`src/include/oc_pkg.sv`:
```
package oc_pkg;

  // Compare mode codes.
  typedef enum logic [2:0] {
    MODE_OFF      = 3'h0,
    MODE_SET_HIGH = 3'h1,
    MODE_SET_LOW  = 3'h2,
    MODE_TOGGLE   = 3'h3,
    MODE_SINGLE   = 3'h4,
    MODE_CONT     = 3'h5,
    MODE_PWM      = 3'h6,
    MODE_PWM_FLT  = 3'h7
  } mode_e;

  // Control word layout.
  localparam int CTRL_W = 4;
  localparam int MODE_LSB = 0;
  localparam int MODE_MSB = 2;
  localparam int TSEL_BIT = 3;
  localparam int CNT_W = 16;

  localparam logic [15:0] COUNT_ZERO = 16'h0000;
  localparam logic [15:0] REG_RESET = 16'h0000;
  localparam logic [15:0] COUNT_ONE = 16'h0001;

  // One timer's programming and run state.
  typedef struct packed {
    logic run;
    logic [15:0] period;
  } timer_cfg_s;

endpackage

```
`src/verilog/oc_timebase.sv`:
```
`timescale 1ns/1ns
// One 16-bit up-counter with period-match reset.
module oc_timebase (
  input wire logic clk_sys_in,
  input wire logic rst_n_in,
  input wire logic tick_in,
  input wire oc_pkg::timer_cfg_s cfg_in,
  output logic [15:0] count_out,
  output logic period_hit_out
);

  wire logic at_period;
  wire logic step;

  assign at_period = (count_out == cfg_in.period);
  assign step = cfg_in.run & tick_in;
  // The wrap strobe is combinational so that a duty reload lands on the wrap edge itself.
  assign period_hit_out = step & at_period;

  // Period match wraps to zero and keeps counting.
  always_ff @(posedge clk_sys_in) begin
    if (!rst_n_in) begin
      count_out <= oc_pkg::COUNT_ZERO;
    end else begin
      if (step) begin
        count_out <= at_period ? oc_pkg::COUNT_ZERO : count_out + oc_pkg::COUNT_ONE;
      end
    end
  end

endmodule

```
`src/verilog/oc_fault_sync.sv`:
```
`timescale 1ns/1ns
// Latches a fault request while the fault mode is active; only a mode change clears it.
module oc_fault_sync (
  input wire logic clk_sys_in,
  input wire logic rst_n_in,
  input wire logic fault_n_in,
  input wire logic armed_in,
  output logic fault_out
);

  // Hardware-only clear: leaving the fault mode drops the flag.
  always_ff @(posedge clk_sys_in) begin
    if (!rst_n_in) begin
      fault_out <= 1'b0;
    end else if (!armed_in) begin
      fault_out <= 1'b0;
    end else if (!fault_n_in) begin
      fault_out <= 1'b1;
    end
  end

endmodule

```
`src/verilog/output_compare_pulse_pwm.sv`:
```
`timescale 1ns/1ns
module output_compare_pulse_pwm (
  input wire logic clk_sys_in,
  input wire logic rst_n_in,
  input wire logic tick_in,
  input wire oc_pkg::timer_cfg_s timer_a_in,
  input wire oc_pkg::timer_cfg_s timer_b_in,
  input wire logic [oc_pkg::CTRL_W-1:0] ctrl_in,
  input wire logic ctrl_wr_in,
  input wire logic [15:0] primary_wdata_in,
  input wire logic primary_wr_in,
  input wire logic [15:0] secondary_wdata_in,
  input wire logic secondary_wr_in,
  input wire logic irq_flag_clr_in,
  input wire logic compare_irq_enable_in,
  input wire logic fault_input_n_in,
  output logic compare_out_pin_out,
  output logic compare_irq_flag_out,
  output logic irq_out,
  output logic fault_status_bit_out,
  output logic [15:0] primary_compare_reg_out,
  output logic [15:0] secondary_compare_reg_out,
  output logic [15:0] timebase_count_out
);

  // Pulse sequencer states, Gray coded along idle -> wait high -> wait low -> done.
  typedef enum logic [1:0] {
    ST_WAIT_RISE = 2'h0,
    ST_WAIT_FALL = 2'h1,
    ST_DONE = 2'h3,
    ST_IDLE = 2'h2
  } pulse_state_e;

  pulse_state_e state;
  pulse_state_e next_state;
  oc_pkg::mode_e mode;
  logic timebase_select;
  logic [15:0] primary_compare_reg;
  logic [15:0] secondary_compare_reg;
  logic pin;
  logic irq_flag;
  logic step_d;
  logic next_pin;

  wire logic [15:0] count_a;
  wire logic [15:0] count_b;
  wire logic hit_a;
  wire logic hit_b;
  wire logic fault;

  // Both time bases run here so either can be selected without a restart.
  oc_timebase u_tb_a (
    .clk_sys_in(clk_sys_in),
    .rst_n_in(rst_n_in),
    .tick_in(tick_in),
    .cfg_in(timer_a_in),
    .count_out(count_a),
    .period_hit_out(hit_a)
  );

  oc_timebase u_tb_b (
    .clk_sys_in(clk_sys_in),
    .rst_n_in(rst_n_in),
    .tick_in(tick_in),
    .cfg_in(timer_b_in),
    .count_out(count_b),
    .period_hit_out(hit_b)
  );

  // Timer selection and match decode.
  wire logic [15:0] timebase_count;
  wire oc_pkg::timer_cfg_s sel_cfg;
  wire logic period_hit;
  wire logic new_count;
  wire logic match_pri;
  wire logic match_sec;
  wire oc_pkg::mode_e wr_mode;
  wire logic is_pulse;
  wire logic is_pwm;
  wire logic pwm_high;
  assign timebase_count = timebase_select ? count_b : count_a;
  assign sel_cfg = timebase_select ? timer_b_in : timer_a_in;
  // Wrap strobe of the selected timer, high on the edge where its count returns to zero.
  assign period_hit = timebase_select ? hit_b : hit_a;
  // The count moved on the previous step; compare it exactly once.
  assign new_count = step_d;
  assign match_pri = new_count & (timebase_count == primary_compare_reg);
  assign match_sec = new_count & (timebase_count == secondary_compare_reg);
  assign wr_mode = oc_pkg::mode_e'(ctrl_in[oc_pkg::MODE_MSB:oc_pkg::MODE_LSB]);
  assign is_pulse = (mode == oc_pkg::MODE_SINGLE) | (mode == oc_pkg::MODE_CONT);
  assign is_pwm = (mode == oc_pkg::MODE_PWM) | (mode == oc_pkg::MODE_PWM_FLT);
  // High while count is below duty; zero duty never high, duty above period always high.
  assign pwm_high = (timebase_count < primary_compare_reg) & ~fault;

  oc_fault_sync u_fault (
    .clk_sys_in(clk_sys_in),
    .rst_n_in(rst_n_in),
    .fault_n_in(fault_input_n_in),
    .armed_in(mode == oc_pkg::MODE_PWM_FLT),
    .fault_out(fault)
  );

  // Pin and sequencer next values.
  always_comb begin
    next_state = state;
    next_pin = pin;
    unique case (mode)
      oc_pkg::MODE_SINGLE, oc_pkg::MODE_CONT: begin
        unique case (state)
          ST_IDLE: next_state = ST_WAIT_RISE;
          ST_WAIT_RISE: begin
            if (match_pri) begin
              next_pin = 1'b1;
              next_state = ST_WAIT_FALL;
            end
          end
          ST_WAIT_FALL: begin
            if (match_sec) begin
              next_pin = 1'b0;
              next_state = (mode == oc_pkg::MODE_CONT) ? ST_WAIT_RISE : ST_DONE;
            end
          end
          ST_DONE: next_pin = 1'b0;
        endcase
      end
      oc_pkg::MODE_SET_HIGH: if (match_pri) next_pin = 1'b1;
      oc_pkg::MODE_SET_LOW: if (match_pri) next_pin = 1'b0;
      oc_pkg::MODE_TOGGLE: if (match_pri) next_pin = ~pin;
      oc_pkg::MODE_PWM, oc_pkg::MODE_PWM_FLT: next_pin = pwm_high;
      oc_pkg::MODE_OFF: next_pin = 1'b0;
    endcase
  end

  // Control writes: mode entry initialises the pin and re-arms the sequencer.
  always_ff @(posedge clk_sys_in) begin
    if (!rst_n_in) begin
      mode <= oc_pkg::MODE_OFF;
      timebase_select <= 1'b0;
      state <= ST_IDLE;
      pin <= 1'b0;
      step_d <= 1'b0;
    end else begin
      step_d <= tick_in & sel_cfg.run;
      if (ctrl_wr_in) begin
        mode <= wr_mode;
        timebase_select <= ctrl_in[oc_pkg::TSEL_BIT];
        state <= ST_IDLE;
        pin <= (wr_mode == oc_pkg::MODE_SET_LOW);
      end else begin
        state <= next_state;
        pin <= next_pin;
      end
    end
  end

  // Compare registers; primary is locked in PWM and reloaded from secondary at period end.
  // The reload shares the wrap edge, so a new period never starts on a stale duty.
  always_ff @(posedge clk_sys_in) begin
    if (!rst_n_in) begin
      primary_compare_reg <= oc_pkg::REG_RESET;
      secondary_compare_reg <= oc_pkg::REG_RESET;
    end else begin
      if (secondary_wr_in) secondary_compare_reg <= secondary_wdata_in;
      if (is_pwm) begin
        if (period_hit) primary_compare_reg <= secondary_compare_reg;
      end else if (primary_wr_in) begin
        primary_compare_reg <= primary_wdata_in;
      end
    end
  end

  // Interrupt flag: a set in the same cycle as a clear wins.
  wire logic irq_set;
  assign irq_set = (is_pulse & (state == ST_WAIT_FALL) & match_sec) | (fault & ~fault_status_bit_out);
  always_ff @(posedge clk_sys_in) begin
    if (!rst_n_in) begin
      irq_flag <= 1'b0;
    end else if (irq_set) begin
      irq_flag <= 1'b1;
    end else if (irq_flag_clr_in) begin
      irq_flag <= 1'b0;
    end
  end

  // Registered outputs.
  always_ff @(posedge clk_sys_in) begin
    if (!rst_n_in) begin
      compare_out_pin_out <= 1'b0;
      compare_irq_flag_out <= 1'b0;
      irq_out <= 1'b0;
      fault_status_bit_out <= 1'b0;
      primary_compare_reg_out <= oc_pkg::REG_RESET;
      secondary_compare_reg_out <= oc_pkg::REG_RESET;
      timebase_count_out <= oc_pkg::COUNT_ZERO;
    end else begin
      compare_out_pin_out <= pin;
      compare_irq_flag_out <= irq_flag;
      irq_out <= irq_flag & compare_irq_enable_in;
      fault_status_bit_out <= fault;
      primary_compare_reg_out <= primary_compare_reg;
      secondary_compare_reg_out <= secondary_compare_reg;
      timebase_count_out <= timebase_count;
    end
  end

  // Pulse sequencer and off-mode checks.
  pin_low_entry_a: assert property (@(posedge clk_sys_in) disable iff (!rst_n_in)
    ctrl_wr_in && (wr_mode == oc_pkg::MODE_SINGLE || wr_mode == oc_pkg::MODE_CONT) |=> !pin)
    else $error("pin not low after pulse mode write");
  rise_on_pri_a: assert property (@(posedge clk_sys_in) disable iff (!rst_n_in)
    !ctrl_wr_in && is_pulse && state == ST_WAIT_RISE && match_pri |=> pin)
    else $error("pin not high on primary match");
  fall_on_sec_a: assert property (@(posedge clk_sys_in) disable iff (!rst_n_in)
    !ctrl_wr_in && is_pulse && state == ST_WAIT_FALL && match_sec |=> !pin)
    else $error("pin not low on secondary match");
  single_stays_low_a: assert property (@(posedge clk_sys_in) disable iff (!rst_n_in)
    state == ST_DONE && mode == oc_pkg::MODE_SINGLE && !ctrl_wr_in |=> !pin)
    else $error("extra pulse in single mode");
  rearm_idle_a: assert property (@(posedge clk_sys_in) disable iff (!rst_n_in)
    ctrl_wr_in |=> state == ST_IDLE)
    else $error("sequencer not re-armed by mode write");
  cont_repeat_a: assert property (@(posedge clk_sys_in) disable iff (!rst_n_in)
    !ctrl_wr_in && mode == oc_pkg::MODE_CONT && state == ST_WAIT_FALL && match_sec
    |=> state == ST_WAIT_RISE)
    else $error("continuous mode did not re-arm");
  off_low_a: assert property (@(posedge clk_sys_in) disable iff (!rst_n_in)
    !ctrl_wr_in && mode == oc_pkg::MODE_OFF |=> !pin)
    else $error("pin driven while channel off");

  // Time base, selection and interrupt checks.
  tsel_take_a: assert property (@(posedge clk_sys_in) disable iff (!rst_n_in)
    ctrl_wr_in |=> timebase_select == $past(ctrl_in[oc_pkg::TSEL_BIT]))
    else $error("timer select not taken");
  wrap_zero_a: assert property (@(posedge clk_sys_in) disable iff (!rst_n_in)
    !ctrl_wr_in && period_hit |=> timebase_count == oc_pkg::COUNT_ZERO)
    else $error("count did not wrap to zero");
  irq_on_sec_a: assert property (@(posedge clk_sys_in) disable iff (!rst_n_in)
    is_pulse && state == ST_WAIT_FALL && match_sec |=> irq_flag)
    else $error("irq flag missing");
  irq_gate_a: assert property (@(posedge clk_sys_in) disable iff (!rst_n_in)
    !compare_irq_enable_in |=> !irq_out)
    else $error("irq out while disabled");
  irq_pass_a: assert property (@(posedge clk_sys_in) disable iff (!rst_n_in)
    compare_irq_enable_in && irq_flag |=> irq_out)
    else $error("irq out missing while enabled");

  // PWM and fault checks; the duty register may only move on a wrap.
  duty_reload_a: assert property (@(posedge clk_sys_in) disable iff (!rst_n_in)
    is_pwm && !period_hit |=> $stable(primary_compare_reg))
    else $error("duty changed off period match");
  duty_copy_a: assert property (@(posedge clk_sys_in) disable iff (!rst_n_in)
    is_pwm && period_hit |=> primary_compare_reg == $past(secondary_compare_reg))
    else $error("duty not reloaded");
  sec_write_a: assert property (@(posedge clk_sys_in) disable iff (!rst_n_in)
    secondary_wr_in |=> secondary_compare_reg == $past(secondary_wdata_in))
    else $error("secondary write lost");
  zero_duty_low_a: assert property (@(posedge clk_sys_in) disable iff (!rst_n_in)
    is_pwm && !ctrl_wr_in && primary_compare_reg == oc_pkg::COUNT_ZERO |=> !pin)
    else $error("zero duty not low");
  pwm_duty_a: assert property (@(posedge clk_sys_in) disable iff (!rst_n_in)
    is_pwm && !ctrl_wr_in |=> pin == $past(pwm_high))
    else $error("pwm pin does not follow duty");
  fault_low_a: assert property (@(posedge clk_sys_in) disable iff (!rst_n_in)
    fault && is_pwm && !ctrl_wr_in |=> !pin)
    else $error("pin driven during fault");

  // Scenario coverage.
  single_pulse_c: cover property (@(posedge clk_sys_in) disable iff (!rst_n_in)
    mode == oc_pkg::MODE_SINGLE && state == ST_DONE);
  cont_irq_c: cover property (@(posedge clk_sys_in) disable iff (!rst_n_in)
    mode == oc_pkg::MODE_CONT && irq_set);
  pwm_reload_c: cover property (@(posedge clk_sys_in) disable iff (!rst_n_in)
    is_pwm && period_hit);
  toggle_c: cover property (@(posedge clk_sys_in) disable iff (!rst_n_in)
    mode == oc_pkg::MODE_TOGGLE && match_pri);
  fault_c: cover property (@(posedge clk_sys_in) disable iff (!rst_n_in) fault);

endmodule

```
`config.mk`:
```
export PLATFORM = sky130hd
export DESIGN_NAME = output_compare_pulse_pwm
export DESIGN_NICKNAME = d
export VERILOG_FILES = /design/src/include/oc_pkg.sv /design/src/verilog/oc_timebase.sv /design/src/verilog/oc_fault_sync.sv /design/src/verilog/output_compare_pulse_pwm.sv
export SDC_FILE = /design/constraint.sdc
export NUM_CORES = 1
export LEC_CHECK = 0
export BUFFER_PORTS_ARGS = -buffer_cell sky130_fd_sc_hd__buf_2
export CAP_MARGIN = 20
export CORE_UTILIZATION = 40
export CTS_BUF_LIST = sky130_fd_sc_hd__clkbuf_16
export DETAILED_ROUTE_END_ITERATION = 6
export GPL_ROUTABILITY_DRIVEN = 0
export PLACE_DENSITY = 0.74
export REMOVE_ABC_BUFFERS = 1
export SLEW_MARGIN = 5
export SYNTH_ARGS = -nofsm -noshare
export SYNTH_HDL_FRONTEND = slang
export SYNTH_SLANG_ARGS = --single-unit
```
`constraint.sdc`:
```
create_clock -name clk_sys_in -period 3 [get_ports clk_sys_in]
set_clock_uncertainty 0.2 [all_clocks]
set_input_delay 0.45 -clock clk_sys_in [delete_from_list [all_inputs] [get_ports clk_sys_in]]
set_output_delay 0.45 -clock clk_sys_in [all_outputs]
set_load 0.05 [all_outputs]
```
; After elaboration in Yosys (flattened, before gate mapping)
; Index checks and enable logic that the tools add are counted.
[word_totals]
latch_bits = 0
in_bits = 79
rom_bits = 0
word_cells = 95
mem_count = 0
register_bits = 126
ramBits = 0
[op_classes]
eq_ne = 22
mul = 0
shifts = 0
n_reduce_logical = 12
n_lt_le_gt_ge = 1
add_sub_neg = 2
n_mux = 21
n_div = 0
bitwise = 19
[ops]
columns = cell, n
row1 = $mux 16, 6
row2 = $eq 16x16->1, 4
row3 = $add 16x1->16 const B, 2
row4 = $mux 17, 1
row5 = $lt 16x16->1, 1
row6 = $and 1x1->1, 12
row7 = $eq 3x3->1 const B, 4
row8 = $eq 3x2->1 const B, 3
row9 = $mux 1, 8
row10 = $reduce_and 4->1, 2
row11 = $mux 2, 3
row12 = $ne 2x2->1 const B, 3
row13 = $ne 3x3->1 const B, 2
row14 = $pmux 1 s6, 1
row15 = $pmux 2 s3, 1
row16 = $reduce_or 2->1, 3
row17 = $ne 5x3->1 const B, 1
row18 = $eq 2x2->1 const B, 2
row19 = $ne 4x4->1 const B, 1
row20 = $not 1->1, 4
row21 = $reduce_and 2->1, 2
row22 = $reduce_bool 2->1, 2
row23 = $eq 3x1->1 const B, 1
row24 = $logic_not 3->1, 1
row25 = other kinds (5), 7

; Longest topological paths before layout
; Gate-level depths: netlist of run 1.
[logic_depth]
word_depth = 7
depth_mapped = 10
mapped_depth_nobuf = 9

; Hierarchy
; Synthesis of run 1 repeated with hierarchy kept, for this count alone.
[hier_totals]
hier_cells = 642
area_unflattened_um2 = 5945.7
[modules_own_cells]
columns = module, instances, seq_area_each_um2, cells_per_inst, area_each_um2
row1 = output_compare_pulse_pwm, 1, 1861.8, 426, 4060.1
row2 = oc_timebase, 2, 320.3, 106, 924.6
row3 = oc_fault_sync, 1, 20.0, 4, 36.3

; Worst setup path before layout of run 1
; OpenSTA, ideal clock, no wires.
[synth_timing]
kind = register to register
startpoint = register timebase_select
endpoint = register pin
path_slack_ns = 0.136
stages_incl_launch_ff = 11
n_path_buf = 1
t_arrival_ns = 2.541
setup_time_ns = 0.123
cell_sequence = dfxtp_1 buf_6 mux2i_1 inv_1 ha_1 nand4_1 or4_1 nor2_1 a2bb2oi_1 o2bb2ai_1 mux2_1
[synth_via]
elab_chain_cells = 7
[synth_lines]
columns = item, line_no
row1 = "start, declared", output_compare_pulse_pwm.sv:37  ; logic timebase_select;
row2 = "start signal, assigned", output_compare_pulse_pwm.sv:146  ; timebase_select <= ctrl_in[oc_pkg::TSEL_BIT];
row3 = $mux 16 (*), output_compare_pulse_pwm.sv:81  ; assign timebase_count = timebase_select ? count_b : count_a;
row4 = net timebase_count[11], output_compare_pulse_pwm.sv:71  ; wire logic [15:0] timebase_count;
row5 = "parallel branches: the longest is 6 deep, another holds $lt 16x16->1", --
row6 = "end signal, assigned", output_compare_pulse_pwm.sv:148  ; pin <= (wr_mode == oc_pkg::MODE_SET_LOW);
row7 = "end signal, assigned", output_compare_pulse_pwm.sv:151  ; pin <= next_pin;
row8 = "end, declared", output_compare_pulse_pwm.sv:40  ; logic pin;
; Mark *: on every way through the listed nets, which the timed path passes.
; A chain may end at the register's enable or synchronous reset.

; Final worst setup path of run 1
; Same ends and word-level chain as after synthesis.

==> results.sh, run 1 <==
export IMPL_status="finished, final reports clean"
export IMPL_setup_worst_path_end_class="register"
export IMPL_r2r_end="pin"
export IMPL_synth_largest_area_cell="dfxtp_1"
export IMPL_critical_path_arrival_ps=3020
export IMPL_worstSetupStartpointType="register"
export IMPL_die_area_um2=15400
export IMPL_tritoncts="done"
export IMPL_ys_flop_type="dfxtp_1"
export IMPL_path_clk_slew_ps=60
export IMPL_ant_nets=0
export IMPL_r2r_start="timebase_select"
export IMPL_maxSlewHeadroom_pct=39.1
export IMPL_num_rows=44
export IMPL_tightest_slew_ps=914
export IMPL_initial_core_util_pct=40.9
export IMPL_grt_pass1_wl_um=24100
export IMPL_min_period_ps=2920
export IMPL_cp_data_required_time_ps=3100
export IMPL_preCtsSetupSlack_ps=-42.7
export IMPL_synth_enable_flop_cells=0
export IMPL_fmax_ghz=0.342
export IMPL_fin_crit_sh_pct=97.5
export IMPL_cts_sinks=126
export IMPL_fill_cells=1336
export IMPL_whs_ps=18.8
export IMPL_ys_seq_elements=126
export IMPL_crit_buf_inv=2
export IMPL_yosysTopAreaCellShare_pct=42.4
export IMPL_syn_avg_cell_area_um2=9.29
export IMPL_ys_warn_count=0
export IMPL_portBuffers=130
export IMPL_worst_slack_ps=75.3
export IMPL_antenna_found_initial=0
export IMPL_yosysUniqueCellTypes=50
export IMPL_synthTopCellsByArea="dfxtp_1 (42%), xor2_1 (6.3%), mux2i_1 (5.6%)"
export IMPL_dieWidth_um=124
export IMPL_htreeDepth=4
export IMPL_io_pins=131
export IMPL_grt_util_all_layers_pct=21.2
export IMPL_crit_end="pin"
export IMPL_vias=4955
export IMPL_netlist_area_um2=5950
export IMPL_setup_viol=0
export IMPL_cellPowerDensity_nw_per_um2=573
export IMPL_numCtsBuffers=17
export IMPL_ys_seq_area_share_pct=42.4
export IMPL_n_antenna_cell=0
export IMPL_cts_root_buf="clkbuf_16"
export IMPL_drv_cap=0
export IMPL_multi_input_area_um2=3210
export IMPL_routedWlPerCell_um=15.9
export IMPL_drive_gt1_share_pct=27.5
export IMPL_r2r_slack_ps=80
export IMPL_crit_cells=10
export IMPL_worstSkewPairLatency_ps=410
export IMPL_globalRouteOverflowTotal=0
export IMPL_layout_area_overhead_vs_synth_pct=27.7
export IMPL_grt_pass1_vias=4657
export IMPL_nets=885
export IMPL_syn_inst=640
export IMPL_rsz0062_at_grt="false"
export IMPL_crit_start="timebase_select"
export IMPL_totalWireLength_um=15600
export IMPL_total_leakage_power_nw=3.43
export IMPL_crit_slowest_cell="or4_4"
export IMPL_layout_commonest_cell="buf_2"
export IMPL_core_area_um2=14500
export IMPL_seqCellArea_um2=2520
export IMPL_cp_top_family="simple AND/OR/NAND/NOR gates"
export IMPL_final_cell_mix="buf_2 (130), dfxtp_1 (125), xor2_1 (43)"
export IMPL_reg2reg_depth=10
export IMPL_grt_max_degree=62
export IMPL_crit_fanout=8
export IMPL_hold_buffers=0
export IMPL_synthArstFlopShare_pct=0
export IMPL_clock_path_buffers=2
export IMPL_finalMaxSlewViolations=0
export IMPL_worstSetupPathType="reg2reg"
export IMPL_critical_path_max_stage_delay_ps=580
export IMPL_drc_errors=0
export IMPL_finalHoldViolations=0
export IMPL_path_cells="buf_12 > mux2i_4 > inv_1 > ha_1 > nand4_1 > or4_4 > nor2_4 > a2bb2oi_2 > o2bb2ai_1 > mux2_1"
export IMPL_viasPerCell=5.04
export IMPL_post_dp_hpwl_um=11700
export IMPL_first_pass_iters=5
export IMPL_hp_class="in2reg"
export IMPL_ir_worst_vdd_mv=0.379
export IMPL_chipHeight_um=124
export IMPL_first_iter_violations=300
-- Yosys cell counts, types with 3 or more instances --
library cell	number
a21boi_0	16
a21oi_1	16
and2_1	36
and3_1	9
buf_2	6
buf_6	3
clkbuf_1	16
dfxtp_1	126
ha_1	18
inv_1	35
mux2_2	14
mux2i_1	33
mux2i_2	3
nand2_1	39
nand2b_1	3
nand3_1	37
nand4_1	10
nor2_1	38
nor2b_1	38
nor3_1	8
nor4_1	12
o21ai_0	12
or3_1	8
xnor2_1	29
xor2_1	43
-- cell type report --
class	count	area share (%)
clock inverters	14	2.52
flip-flops and latches	126	33.2
well taps	184	3.03
multi-input cells	450	42.2
repair buffers	157	11.6
inverters	36	1.78
clock buffers	17	5.60
-- per-stage QoR --
| stage | power, mW | util [%] | cells | area [um2] | setup TNS (ps) |
|---|---|---|---|---|---|
| after floorplan | 2.05 | - | 612 | 5810 | -394 |
| after global placement | 2.23 | 47.4 | 951 | 6890 | 0 |
| after detailed placement | 2.23 | 47.4 | 951 | 6890 | -42.7 |
| after CTS | 4.38 | 51.7 | 982 | 7520 | 0 |
| after global routing | 4.52 | 52.3 | 984 | 7600 | 0 |
| final | 4.36 | 52.3 | 984 | 7600 | 0 |
-- repair_timing --
action                     CTS  global route
setup endpoints to repair    1             1
gates cloned                 0             1
pin swaps                    0             1
buffers inserted             0             1
resized for setup            3             9
-- power breakdown --
part	switching, mW	internal [mW]	total (mW)
sequential	0.0435	1.73	1.77
clock	0.762	1.39	2.15
combinational	0.252	0.183	0.435
total	1.06	3.30	4.36
-- routing by layer --
layer / vias up / wire [um] / global-route usage (%)
li1: 2451 / - / -
met1: 2289 / 7210 / 28.0
met2: 183 / 7110 / 33.3
met3: 32 / 870 / 4.72
met4: 0 / 446 / 9.08
met5: - / 0 / 0
-- worst register-to-register path, cell delays in order (launching register included) --
cell	delay (ps)
dfxtp_2	380
buf_12	170
mux2i_4	250
inv_1	70
ha_1	320
nand4_1	140
or4_4	580
nor2_4	160
a2bb2oi_2	160
o2bb2ai_1	90
mux2_1	310
-- how the worst min path moves through the flow --
stage | startpoint | end | slack [ps] | depth (start not counted)
after floorplan | irq_flag | compare_irq_flag_out | 240 | 1
after global placement | irq_flag | compare_irq_flag_out | 260 | 1
after detailed placement | primary_compare_reg[11] | primary_compare_reg_out[11] | 270 | 1
after CTS | fault_input_n_in | u_fault.fault_out | 7 | 2
after global routing | fault_input_n_in | u_fault.fault_out | 20 | 2
final | fault_input_n_in | u_fault.fault_out | 20 | 2
-- cells by family (layout without fill, tap and decap cells) --
group / count (synthesis) / after routing / synth area share (%)
AOI/OAI and AO/OA: 59 / 59 / 6.63
xor gates and xnor gates: 72 / 72 / 10.6
adders and majority gates: 18 / 18 / 3.79
buffers and inverters: 64 / 224 / 4.59
DFF: 126 / 126 / 42.4
muxes: 54 / 54 / 9.91
and+or+nand+nor: 247 / 247 / 22.1
Note: power is estimated with default switching activity, not from simulation.
==> run 2: changes to the inputs <==
--- a/config.mk
+++ b/config.mk
@@ -13,6 +13,7 @@
 export GPL_ROUTABILITY_DRIVEN = 0
 export PLACE_DENSITY = 0.74
 export REMOVE_ABC_BUFFERS = 1
+export SETUP_SLACK_MARGIN = 0.2
 export SLEW_MARGIN = 5
 export SYNTH_ARGS = -nofsm -noshare
 export SYNTH_HDL_FRONTEND = slang
==> run 2 against run 1 <==
Clock power barely moved. Maximum frequency rose by 1.5%. Routed wire length rose by 1.9%. First-iteration DRC count rose by 10%. Core utilization rose by 1.1 points. Critical path depth did not move. Count of clock-buffer cells in the layout did not move. Cell count rose by 1.2%. Critical path type unchanged.
==> results.sh, run 2 (same netlist as run 1, synthesis figures left out) <==
export IMPL_setup_viol=0
export IMPL_fin_cells=996
export IMPL_power_mw=4.38
export IMPL_crit_fanout=5
export IMPL_drive_gt1_share_pct=29.4
export IMPL_hold_buffers=0
export IMPL_final_cell_mix="buf_2 (130), dfxtp_1 (125), xor2_1 (43)"
export IMPL_rsz0062_at_grt="true"
export IMPL_cellPowerDensity_nw_per_um2=565
export IMPL_finalMaxSlewViolations=0
export IMPL_hp_class="in2reg"
export IMPL_crit_start="timebase_select"
export IMPL_layout_commonest_cell="buf_2"
export IMPL_initial_core_util_pct=40.9
export IMPL_num_rows=44
export IMPL_first_iter_violations=330
export IMPL_min_delay_start="fault_input_n_in"
export IMPL_path_cells="buf_12 > mux2i_2 > inv_1 > ha_1 > nand4_1 > or4_4 > nor2_4 > a2bb2oi_2 > o2bb2ai_1 > mux2_4"
export IMPL_htreeDepth=4
export IMPL_totalWireLength_um=15900
export IMPL_maxSlewHeadroom_pct=38.6
export IMPL_r2r_start="timebase_select"
export IMPL_crit_slowest_cell="or4_4"
export IMPL_placed_area_um2=6890
export IMPL_path_clk_slew_ps=60
export IMPL_layout_area_overhead_vs_synth_pct=30.4
export IMPL_stdcell_area_um2=7750
export IMPL_seqCellArea_um2=2530
export IMPL_critical_path_max_stage_delay_ps=590
export IMPL_clock_path_buffers=2
export IMPL_fmax_ghz=0.347
export IMPL_post_place_cells=951
export IMPL_worstSkewPairLatency_ps=410
export IMPL_worstSetupPathType="reg2reg"
export IMPL_tritoncts="done"
export IMPL_grt_pass1_wl_um=24700
export IMPL_grt_max_degree=62
export IMPL_preCtsSetupSlack_ps=-42.7
export IMPL_dieWidth_um=124
export IMPL_fill_cells=1313
export IMPL_ant_nets=0
export IMPL_globalRouteOverflowTotal=0
export IMPL_tightest_slew_ps=920
export IMPL_post_dp_hpwl_um=11700
export IMPL_finalHoldViolations=0
export IMPL_status="finished, final reports clean"
export IMPL_highest_layer="met4"
export IMPL_met3_length_um=883
export IMPL_total_leakage_power_nw=3.50
export IMPL_routedWlPerCell_um=16.0
export IMPL_first_pass_iters=4
export IMPL_drv_cap=0
export IMPL_io_pins=131
export IMPL_vias=5030
export IMPL_grt_pass1_vias=4800
export IMPL_drc_errors=0
export IMPL_die_area_um2=15400
export IMPL_viasPerCell=5.05
export IMPL_nets=897
export IMPL_setup_worst_path_end_class="register"
export IMPL_cts_root_buf="clkbuf_16"
export IMPL_min_period_ps=2880
export IMPL_final_util_pct=53.4
export IMPL_n_antenna_cell=0
export IMPL_wl_met1_um=7190
export IMPL_cp_data_required_time_ps=3100
export IMPL_portBuffers=130
export IMPL_worst_slack_ps=120
export IMPL_core_area_um2=14500
export IMPL_antenna_found_initial=0
export IMPL_multi_input_area_um2=3250
export IMPL_dr_wl_met2_um=7350
export IMPL_chipHeight_um=124
export IMPL_cts_sinks=126
export IMPL_fin_crit_sh_pct=96.0
export IMPL_worstSetupStartpointType="register"
export IMPL_grt_util_all_layers_pct=21.8
export IMPL_critical_path_arrival_ps=2980
export IMPL_ir_worst_vdd_mv=0.402
export IMPL_numCtsBuffers=17
-- run 2: cell types whose count changed in the layout (fill, tap and decap cells not counted), moves of 2 or more --
cell	change
mux2i_2	+3
ha_1	-2
mux2i_1	-3
buf_4	+10
ha_4	+2
-- run 2: cell type report --
class	count	share of cell area [%]
clock buffer	17	5.49
tap	184	2.97
clock inverter	14	2.47
sequential	126	32.6
timing repair buffer	169	12.8
multi-input combinational	450	41.9
inverter	36	1.74
-- run 2: what timing repair did --
action | in CTS | in global routing
gates cloned | 1 | 0
setup buffers | 13 | 0
pin swaps | 8 | 0
resized for setup | 23 | 1
setup endpoints to repair | 1 | 2
hold endpoints to repair | 0 | 0
-- run 2: power by group --
group          leakage, nW  internal [mW]  switching [mW]
Combinational         2.18          0.199           0.259
Clock                0.293           1.39           0.763
Sequential            1.03           1.73          0.0445
-- run 2: worst paths after layout --
path                                                    to  slack [ps]  cells past startpoint
worst min register to register  primary_compare_reg_out[4]         280                      1
worst max-delay path                                   pin         120                     10
worst max register to register                         pin         120                     10
worst min-delay path                     u_fault.fault_out          20                      2
-- run 2: per-layer routing --
metal,GRT usage (%),vias up
li1,-,2475
met5,0,-
met1,28.1,2345
met2,34.7,172
met3,4.90,38
met4,9.67,0
-- run 2: per-stage QoR --
| stage | setup TNS (ps) | hold WS, ps |
|---|---|---|
| 5_1_grt | 0 | 21.1 |
| 4_1_cts | 0 | 7.39 |
| 2_1_floorplan | -394 | 244 |
| 3_5_place_dp | -42.7 | 266 |
| 3_3_place_gp | 0 | 258 |
| 6_report | 0 | 19.1 |
-- run 2: critical path: cells and delay by family, from the launching register on --
family          cells  cell delay [ps]
buf+inv             2              210
simple gates        3              870
fa+ha+maj           1              310
compound gates      2              260
flops               1              380
mux                 2              550
